File: config.mk
export PLATFORM = sky130hd
export DESIGN_NAME = lpi_core
export DESIGN_NICKNAME = d
export VERILOG_FILES = /design/src/lpi_pkg.sv /design/src/lpi_core.sv
export SDC_FILE = /design/constraint.sdc
export NUM_CORES = 1
export LEC_CHECK = 0
export BUFFER_PORTS_ARGS = -buffer_cell sky130_fd_sc_hd__clkbuf_2
export CORE_ASPECT_RATIO = 0.8
export CORE_MARGIN = 2
export CORE_UTILIZATION = 49
export CTS_BUF_LIST = sky130_fd_sc_hd__clkbuf_4
export CTS_CLUSTER_DIAMETER = 150
export DETAILED_ROUTE_END_ITERATION = 6
export PLACE_DENSITY = 0.66
export SLEW_MARGIN = 40
export SYNTH_ARGS = -nofsm -noshare
export SYNTH_HDL_FRONTEND = slang
export SYNTH_SLANG_ARGS = --single-unit
File: constraint.sdc
create_clock -name core_clk -period 2.5 [get_ports core_clk]
set_input_delay 0.25 -clock core_clk [delete_from_list [all_inputs] [get_ports core_clk]]
set_output_delay 0.25 -clock core_clk [all_outputs]
set_load 0.05 [all_outputs]
File: src/lpi_pkg.sv
// constants for the led blink and pwm intensity block
package lpi_pkg;
  // register offsets
  localparam logic [7:0] REG_PHASE_ZERO   = 8'h02;
  localparam logic [7:0] REG_PHASE_ONE    = 8'h0A;
  localparam logic [7:0] REG_MASTER_NINTH = 8'h0E;
  localparam logic [7:0] REG_CONFIG       = 8'h0F;
  localparam logic [7:0] REG_PORT_INT_0   = 8'h10;
  localparam logic [7:0] REG_PORT_INT_3   = 8'h13;
  // configuration register bit positions
  localparam int CFG_BLINK_EN    = 0;
  localparam int CFG_BLINK_FLIP  = 1;
  localparam int CFG_GLOBAL      = 2;
  localparam int CFG_NINTH_PH0   = 4;
  localparam int CFG_NINTH_PH1   = 5;
  localparam int CFG_BLINK_STAT  = 6;
  // values after reset
  localparam logic [7:0]  PHASE_RST  = 8'hFF;
  localparam logic [7:0]  CONFIG_RST = 8'h30;
  localparam logic [7:0]  MASTER_RST = 8'h00;
  localparam logic [31:0] INT_RST    = 32'h0000_0000;
  // timing
  localparam int CLK_HZ           = 10_000_000;
  localparam int OSC_HZ           = 32_000;
  localparam int OSC_DIV          = CLK_HZ / OSC_HZ;
  localparam logic [8:0] OSC_LAST = 9'(OSC_DIV - 1);
  localparam logic [3:0] CYC_LAST  = 4'hF;
  localparam logic [3:0] SLOT_LAST = 4'hE;
  localparam logic [3:0] INT_STATIC = 4'hF;
  localparam int NUM_OUT = 9;
endpackage

File: src/lpi_core.sv
// led blink phase select and 240-step pwm intensity generator
//
// Behaviour
// RQ1: blink off: levels from phase-zero register only
// RQ2: blink on: flip xor pin picks phase register
// RQ3: period is 15 timeslots of 16 cycles
// RQ4: master value gates 1 to 15 timeslots
// RQ5: 4-bit intensity sets duty within gated timeslots
// RQ6: intensity 16/16 gives static glitch-free output
// RQ7: phase bit 0 spans 1/16 to fully on
// RQ8: phase bit 1 spans off to 15/16
// RQ9: phase-zero register at 0x02, read/write
// RQ10: phase-one register at 0x0A, read/write
// RQ11: ninth intensity doubles as global intensity
// RQ12: global mode: master plus ninth form 8 bits
// RQ13: global mode applies to every output
// RQ14: master nibble zero: all outputs static
// RQ15: software picks 0xF static, 0x0-0xE pwm
// RQ16: global mode ignores per-port intensity registers
// RQ17: bit 1 is high impedance, 0 drives low
// RQ18: blink enable clear ignores flip flag
// RQ19: 32 kHz tick stops when pwm unused
// RQ20: off-time gives inverse level, on-time first
// RQ21: settings take effect at cycle boundary
`timescale 1ns/10ps
module lpi_core
  import lpi_pkg::*;
(
  input  wire logic       core_clk,
  input  wire logic       reset_n,
  input  wire logic       blink_in,
  input  wire logic [7:0] reg_addr,
  input  wire logic [7:0] reg_wdata,
  input  wire logic       reg_wr,
  input  wire logic       reg_rd,
  output logic      [7:0] reg_rdata,
  output logic      [7:0] port_out,
  output logic      [7:0] port_oe,
  output logic            ninth_out,
  output logic            ninth_oe,
  output logic            pwm_running
);
  import lpi_pkg::*;

  logic [7:0]  phase_zero_q, phase_one_q, master_q, config_q, rdata_q;
  logic [31:0] port_int_q;
  logic [7:0]  ph0_s, ph1_s, mst_s, cfg_s;
  logic [31:0] int_s;
  logic [8:0]  div_q;
  logic [3:0]  cyc_q, slot_q;
  logic [8:0]  oe_q;
  logic        osc_run, tick, boundary, pwm_on;
  logic [8:0]  sel_w, level_w;
  logic [3:0]  eff_int [NUM_OUT];

  function automatic logic [3:0] nib(input logic [31:0] v, input int idx);
    nib = v[idx*4 +: 4];
  endfunction

  function automatic logic pick(input logic en, input logic flip, input logic pin,
                                input logic p0, input logic p1);
    pick = (en && (flip ^ pin)) ? p1 : p0;
  endfunction

  // per-port intensity bytes occupy four consecutive offsets
  function automatic logic is_int_addr(input logic [7:0] a);
    is_int_addr = (a >= REG_PORT_INT_0) && (a <= REG_PORT_INT_3);
  endfunction

  // on-time sits at the start of every gated timeslot
  function automatic logic in_on_time(input logic [3:0] slot, input logic [3:0] cyc,
                                      input logic [3:0] mst,  input logic [3:0] lvl);
    in_on_time = (slot < mst) && (cyc <= lvl);
  endfunction

  ////////////////////////////////////////////////////////////////////////////
  // register file
  always_ff @(posedge core_clk or negedge reset_n) begin
    if (!reset_n) begin
      phase_zero_q <= PHASE_RST;
      phase_one_q  <= PHASE_RST;
      master_q     <= MASTER_RST;
      config_q     <= CONFIG_RST;
      port_int_q   <= INT_RST;
    end else if (reg_wr) begin
      case (reg_addr)
        REG_PHASE_ZERO:   phase_zero_q <= reg_wdata; // see RQ9
        REG_PHASE_ONE:    phase_one_q  <= reg_wdata; // see RQ10
        REG_MASTER_NINTH: master_q     <= reg_wdata;
        REG_CONFIG:       config_q     <= reg_wdata;
        default: begin
          if (is_int_addr(reg_addr)) begin
            port_int_q[8*(reg_addr[1:0]) +: 8] <= reg_wdata;
          end
        end
      endcase
    end
  end

  // phase, master and intensity reads give stored values, not the pin condition
  always_ff @(posedge core_clk or negedge reset_n) begin
    if (!reset_n) begin
      rdata_q <= 8'h00;
    end else if (reg_rd) begin
      case (reg_addr)
        REG_PHASE_ZERO:   rdata_q <= phase_zero_q; // see RQ9
        REG_PHASE_ONE:    rdata_q <= phase_one_q; // see RQ10
        REG_MASTER_NINTH: rdata_q <= master_q;
        // bit 6 reads the blink pin itself, so it can serve as a plain input
        REG_CONFIG: begin
          rdata_q <= config_q & 8'h3F;
          rdata_q[CFG_BLINK_STAT] <= blink_in;
        end
        default: begin
          if (is_int_addr(reg_addr)) begin
            rdata_q <= port_int_q[8*(reg_addr[1:0]) +: 8];
          end else begin
            rdata_q <= 8'h00;
          end
        end
      endcase
    end
  end

  assign reg_rdata = rdata_q;

  ////////////////////////////////////////////////////////////////////////////
  // pwm oscillator: divided tick, held still when no pwm is wanted
  // 312 clocks per tick runs slightly fast of the nominal rate; no fraction kept
  assign osc_run = (master_q[7:4] != 4'h0); // see RQ14
  assign tick    = osc_run && (div_q == OSC_LAST); // see RQ19
  assign pwm_running = osc_run;

  always_ff @(posedge core_clk or negedge reset_n) begin
    if (!reset_n) begin
      div_q <= 9'h000;
    end else if (!osc_run || tick) begin
      div_q <= 9'h000; // see RQ19
    end else begin
      div_q <= div_q + 9'h001;
    end
  end

  always_ff @(posedge core_clk or negedge reset_n) begin
    if (!reset_n) begin
      cyc_q  <= 4'h0;
      slot_q <= 4'h0;
    end else if (!osc_run) begin
      cyc_q  <= 4'h0;
      slot_q <= 4'h0;
    end else if (tick) begin
      cyc_q <= cyc_q + 4'h1; // see RQ3
      if (cyc_q == CYC_LAST) begin
        slot_q <= (slot_q == SLOT_LAST) ? 4'h0 : slot_q + 4'h1; // see RQ3
      end
    end
  end

  ////////////////////////////////////////////////////////////////////////////
  // shadow copies: a write mid-cycle would cut a runt pulse
  assign boundary = !osc_run || (tick && cyc_q == CYC_LAST);

  always_ff @(posedge core_clk or negedge reset_n) begin
    if (!reset_n) begin
      ph0_s <= PHASE_RST;
      ph1_s <= PHASE_RST;
      mst_s <= MASTER_RST;
      cfg_s <= CONFIG_RST;
      int_s <= INT_RST;
    end else if (boundary) begin
      ph0_s <= phase_zero_q; // see RQ21
      ph1_s <= phase_one_q;
      mst_s <= master_q;
      cfg_s <= config_q;
      int_s <= port_int_q;
    end
  end

  ////////////////////////////////////////////////////////////////////////////
  // output levels
  assign pwm_on = (mst_s[7:4] != 4'h0);

  always_comb begin
    for (int i = 0; i < NUM_OUT; i++) begin
      // global flag swaps in the ninth nibble for every output
      eff_int[i] = cfg_s[CFG_GLOBAL] ? mst_s[3:0] : // see RQ11, RQ13, RQ16
                   ((i == NUM_OUT - 1) ? mst_s[3:0] : nib(int_s, i));
    end
  end

  // blink pin is used live: it is the blink clock and must not wait for a boundary
  always_comb begin
    sel_w = 9'h000;
    for (int i = 0; i < 8; i++) begin
      sel_w[i] = pick(cfg_s[CFG_BLINK_EN], cfg_s[CFG_BLINK_FLIP], // see RQ1, RQ2, RQ18
                      blink_in, ph0_s[i], ph1_s[i]);
    end
    sel_w[8] = pick(cfg_s[CFG_BLINK_EN], cfg_s[CFG_BLINK_FLIP], blink_in,
                    cfg_s[CFG_NINTH_PH0], cfg_s[CFG_NINTH_PH1]);
  end

  always_comb begin
    level_w = 9'h000;
    for (int i = 0; i < NUM_OUT; i++) begin
      if (!pwm_on || eff_int[i] == INT_STATIC) begin
        level_w[i] = sel_w[i]; // see RQ6, RQ14
      // off-time shows the inverse, so a 0 bit keeps 1/16 even at the lowest setting
      end else if (in_on_time(slot_q, cyc_q, mst_s[7:4], eff_int[i])) begin
        level_w[i] = sel_w[i]; // see RQ4, RQ5, RQ12, RQ20
      end else begin
        level_w[i] = ~sel_w[i]; // see RQ7, RQ8, RQ20
      end
    end
  end

  // open drain: a 0 level drives low, a 1 floats
  always_ff @(posedge core_clk or negedge reset_n) begin
    if (!reset_n) begin
      oe_q <= 9'h000;
    end else begin
      oe_q <= ~level_w; // see RQ17
    end
  end

  assign port_oe   = oe_q[7:0];
  assign ninth_oe  = oe_q[8];
  assign port_out  = 8'h00;
  assign ninth_out = 1'b0;
endmodule

Word level (Yosys, flattened, before mapping)
Cells that the tools add are included.

Add/sub/neg operators: 4. $mul: 0. Div/mod/pow operators: 0. $lt $le $gt $ge: 12. Equality and inequality tests: 18. Shift-type cells: 3. Mux-type cells: 45. Bitwise logic cells: 12. Reduce and logical (&&, ||, !) cells: 35.

Operators with widths (number): 4-bit 2-to-1 mux (14); 4-bit equality test, second input constant (11); 4-bit less-or-equal comparator (9); 5-bit negation with 34-bit output (1); 8-bit by 34-bit variable shift with 32-bit output, first input constant (1); 8-bit by 34-bit indexed part select with 32-bit output (1); 32-bit bitwise mux (1); 8-bit one-hot mux with 4 select lines (1); 32-bit by 6-bit indexed part select with 8-bit output (1); 1-bit 2-to-1 mux (27); 8-bit by 4-bit equality test with 1-bit output, second input constant (3); 1-bit logical AND (13); 1-bit logical OR (11); 1-bit NOT (10); 2-bit AND reduction (5); 9-bit by 1-bit adder with 9-bit output, second input constant (1); 9-bit equality test, second input constant (1); 9-bit 2-to-1 mux (1); 9-bit NOT (1); 4-bit by 1-bit adder with 4-bit output, second input constant (2); 8-bit by 2-bit equality test with 1-bit output, second input constant (1); 8-bit by 5-bit >= comparator with 1-bit output, second input constant (1); 8-bit by 5-bit less-or-equal comparator with 1-bit output, second input constant (1); 8-bit 2-to-1 mux (1); other kinds (7) (10).

Register bits after elaboration: 158. Latch bits: 0. Memory bits (writable): 0. Memory bits (read-only): 0. Memories: 0.

Depth between registers and ports, before layout
Depth after elaboration: 7. Gate-level depth with buffers: 11. Mapped depth without buffers: 10.

Worst setup path after synthesis
No wires, ideal clock.

Path kind: register -> register. Start: reg div_q[0]. End: reg cfg_s[0]. Setup time: 0.125 ns. Arrival time: 1.856 ns. Path slack: 0.520 ns. Cell stages (with the launch flop): 8. Buffers on the path: 2. Clock period less this slack: 1.980 ns. Cells stage by stage: dfrtp_1 > ha_1 > and3_1 > and3_1 > buf_4 > a21oi_2 > buf_2 > mux2_2.

Longest elaborated chain between the ends: 4.

Ends and longest elaborated chain: start: declaration (line lpi_core.sv:49) `logic [8:0] div_q;`; start signal: assignment (line lpi_core.sv:140) `div_q <= div_q + 9'h001;`; 9-bit equality test (line lpi_core.sv:131) `assign tick = osc_run && (div_q == OSC_LAST);`; 1-bit logical AND (line lpi_core.sv:131); 1-bit logical AND (line lpi_core.sv:161) `assign boundary = !osc_run || (tick && cyc_q == CYC_LAST);`; 1-bit logical OR (line lpi_core.sv:161); end signal: assignment (line lpi_core.sv:174) `cfg_s <= config_q;`; end: declaration (line lpi_core.sv:47) `logic [7:0] ph0_s, ph1_s, mst_s, cfg_s;`.

No other way between the ends. A chain may end at the register's enable or synchronous reset.

Worst setup path after layout
Start: reg cfg_s[2]. End: reg oe_q[0].

Longest elaborated chain between the ends: 6.

Ends and longest elaborated chain: 4-bit 2-to-1 mux * (line lpi_core.sv:186) `eff_int[i] = cfg_s[CFG_GLOBAL] ? mst_s[3:0] :`; 4-bit less-or-equal comparator (line lpi_core.sv:73) `in_on_time = (slot < mst) && (cyc <= lvl);`; 1-bit logical AND (line lpi_core.sv:73); 1-bit 2-to-1 mux (line lpi_core.sv:208) `end else if (in_on_time(slot_q, cyc_q, mst_s[7:4], eff_int[i])) begin`; 1-bit 2-to-1 mux * (line lpi_core.sv:205) `if (!pwm_on || eff_int[i] == INT_STATIC) begin`; 9-bit NOT * (line lpi_core.sv:221) `oe_q <= ~level_w;`; end signal: assignment (line lpi_core.sv:221); end: declaration (line lpi_core.sv:51) `logic [8:0] oe_q;`.

Every way passes the cells marked *; elsewhere a longest branch is shown, timed or not.

==> results by group <==
GRT
  • Vias in the first global route: 5934
  • Grt total ovfl: 0
  • All-layer global routing usage: 0.2413
  • Largest net degree at the start of global routing: 70
  • Initial antenna violation count: 1
  • First-pass GRT wire length: 32.78 mm

Pwr
  • Pwr dens: 581.7 mW/mm²
  • Total power draw: 5139 µW
  • Lkg Pwr: 0.004115 µW
  • Maximum vdd drop: 0.3124 mV

Timing
  • Unrepaired setup endpoints after global routing: false
  • Skew final: 0.02714 ns
  • Post-route setup TNS: 0 ns
  • Final critical-path required period: 2.342 ns
  • Final Max Tran Viols: 0
  • Count of final setup violators: 0
  • Final hold vios: 0
  • Final Cycle Share: 0.9367
  • FMAX: 427.0 MHz
  • Worst slew margin: 0.5202
  • Worst slew pin tran: 0.7170 ns
  • Worst Slack Setup Final: 0.1581 ns

Detailed routing
  • Wl on met1: 9.024 mm
  • Uppermost layer routed: met4
  • Pre-antenna DRT Iters: 5
  • Wire per inst: 20.37 µm
  • Vias: 5891
  • Met2 Wirelength: 9.470 mm
  • ANT nets after route: 0
  • Starting DRT DRC Count: 524
  • Vias/cell: 5.885
  • Routed length on met3: 1.544 mm
  • Remaining DRCs: 0
  • Total wire length: 20.39 mm

Cells and area
  • Ratio of cells with drive above 1 in the final layout: 0.3015
  • Area growth, synth to finish: 9.219%
  • Final net count: 842
  • Most frequent cells in the layout: dfrtp_1 (121), nand2_1 (90), mux2_2 (89)
  • Ant diodes: 0
  • Leading cell type in the layout, fill and taps excluded: dfrtp_1

Place
  • GPL Wtd Cong: 0.8231
  • Pre-CTS worst setup slack: 0.05103 ns
  • Number of port buffers: 38
  • Detailed-placement wirelength estimate: 14.71 mm

Clocking
  • CTS tree: yes
  • # H-tree levels: 4
  • Clock sink total: 157
  • CTS Buf Count: 17
  • Worst-path clk slew: 0.13 ns
  • CTS max path bufs: 2
  • Skew-Pair Late Insertion Delay: 0.55 ns
  • Clock Tree Root: clkbuf_4

Worst setup path
  • RR Startpoint: cfg_s[2]
  • Worst Path Required: 2.96 ns
  • Setup CP Type: flip-flop to flip-flop
  • Worst path slowest cell: dfrtp_1
  • Worst Path Max Fanout: 32
  • FF-to-FF path depth: 9
  • CP dominant cell by count: a21oi_1
  • Crit start category: flip-flop
  • Worst stage delay on the critical path: 0.43 ns
  • Critical path data arrival time: 2.81 ns
  • Worst-path cell chain: inv_2 -> buf_4 -> a21oi_1 -> ha_1 -> nand2_1 -> o21ai_0 -> a21oi_1 -> nor3_1 -> xor2_1
  • CP Capture Type: flip-flop
  • Worst Setup SP: cfg_s[2]

Die
  • Die area: 0.01756 mm²
  • Starting Density: 0.5070
  • Row cnt: 41
  • Die Y: 118.9 µm
  • DIE WIDTH: 147.7 µm
  • I/O pin count: 48
  • Core Area: 0.01595 mm²

Hold path
  • Hold Path Depth: 3
  • HP Start: reg_wdata[4]
  • Hold WC Path Type: primary input to flip-flop

Synth
  • Synth warnings: 0
  • Ys async rst share: 1.000
  • Post-synth top flop: dfrtp_1
  • Synth Instances: 723
  • Number of synthesized flops with an enable pin: 0
  • Synthesized area per cell: 11.19 µm²
  • Seq cells post-synth: 157
  • Synth Cell Area: 0.008089 mm²
  • Register area share after synthesis: 0.4913
  • Synth cell types: 47

Run status
  • Status: finished, final reports clean

Run
  • Max Cap Viol: 0
-- path summary, 6_finish.rpt --
check,end,slack (ns)
setup / recovery,oe_q[0],0.16
hold / removal,port_int_q[20],0.06
setup reg to reg,oe_q[0],0.16
hold reg to reg,div_q[0],0.48
max in group asynchronous,ph1_s[6],1.51
min in group asynchronous,oe_q[3],0.25
-- through the flow --
step	std cells	utilization	area [µm²]	hold WS, ns
floorplan	731	-	8119	-0.04559
global placement	966	0.5362	8554	0.2751
detailed placement	966	0.5362	8554	0.2847
CTS	998	0.5520	8807	0.02760
global route	1001	0.5538	8835	0.01425
finish	1001	0.5538	8835	0.05572
-- flip-flops by register name, indices dropped and copies added (netlist names), 9 cells and up --
name and cells:
int_s 32, port_int_q 32, div_q 9, oe_q 9
-- report_power, final --
| part | switching, µW | internal [µW] | total, µW |
|---|---|---|---|
| sequential | 83.1 | 2690 | 2770 |
| clock | 869 | 499 | 1370 |
| combinational | 673 | 324 | 997 |
| total | 1620 | 3510 | 5140 |
-- per-layer routing --
| layer | GRT usage | vias to the layer above |
|---|---|---|
| met5 | 0 | - |
| met4 | 0.06190 | 0 |
| met3 | 0.06973 | 25 |
| met2 | 0.3666 | 217 |
| met1 | 0.3409 | 2968 |
| li1 | - | 2681 |
-- final cells by class --
type / count / area [µm²]
Clock buffer: 19 / 142.6
Clock inverter: 12 / 97.59
Fill cell: 1352 / 7119
Inverter: 25 / 93.84
Multi-Input combinational cell: 514 / 3864
Sequential cell: 157 / 3974
Tap cell: 215 / 269.0
Timing Repair Buffer: 59 / 394.1
-- synth_stat cells, types with 2 or more instances --
| cell type | n | area, µm² |
|---|---|---|
| a21o_1 | 4 | 30.03 |
| a21oi_1 | 67 | 335.3 |
| a22oi_1 | 14 | 105.1 |
| and3_1 | 7 | 43.79 |
| buf_2 | 9 | 45.04 |
| buf_4 | 12 | 90.09 |
| buf_6 | 2 | 22.52 |
| clkbuf_1 | 11 | 41.29 |
| dfrtp_1 | 121 | 3028 |
| dfstp_2 | 36 | 945.9 |
| ha_1 | 47 | 588.1 |
| inv_1 | 24 | 90.09 |
| mux2_2 | 89 | 1002 |
| mux2_4 | 2 | 30.03 |
| mux2i_1 | 17 | 170.2 |
| mux4_2 | 8 | 180.2 |
| nand2_1 | 90 | 337.8 |
| nand2b_1 | 2 | 12.51 |
| nand3_1 | 12 | 60.06 |
| nand3_2 | 2 | 20.02 |
| nand4_1 | 10 | 62.56 |
| nor2_1 | 27 | 101.4 |
| nor3_1 | 10 | 50.05 |
| nor3b_1 | 2 | 15.01 |
| nor4_1 | 4 | 25.02 |
| nor4_2 | 2 | 25.02 |
| nor4_4 | 2 | 42.54 |
| nor4b_1 | 3 | 26.28 |
| o21ai_0 | 43 | 215.2 |
| o21ai_1 | 4 | 20.02 |
| o22ai_1 | 7 | 43.79 |
| xnor2_1 | 3 | 26.28 |
| xor2_1 | 16 | 140.1 |
-- worst max-delay path: cells and delay by family, from the launching register on --
kind / cells / cell delay (ns)
AND/OR/NAND/NOR: 2 / 0.44
AO/OA/AOI/OAI: 3 / 0.43
flip-flops: 1 / 0.43
buffers and inverters: 2 / 0.43
adder cells (fa/ha/maj): 1 / 0.35
XOR/XNOR: 1 / 0.18
-- cell families after synthesis --
group,share of synthesized area
xor+xnor,0.02057
mux,0.1709
buf+inv,0.03666
compound gates,0.1001
fa+ha+maj,0.07270
other cells,0.0004636
flops,0.4913
simple gates,0.1073
-- timing repair --
item,4_1_cts,5_1_grt
pin swaps,0,1
gates resized for setup,1,2
setup buffers,0,3
hold buffers,1,0
endpoints found under the hold margin,45,0
endpoints found under the setup margin,1,7
(Power assumes the default switching activity.)
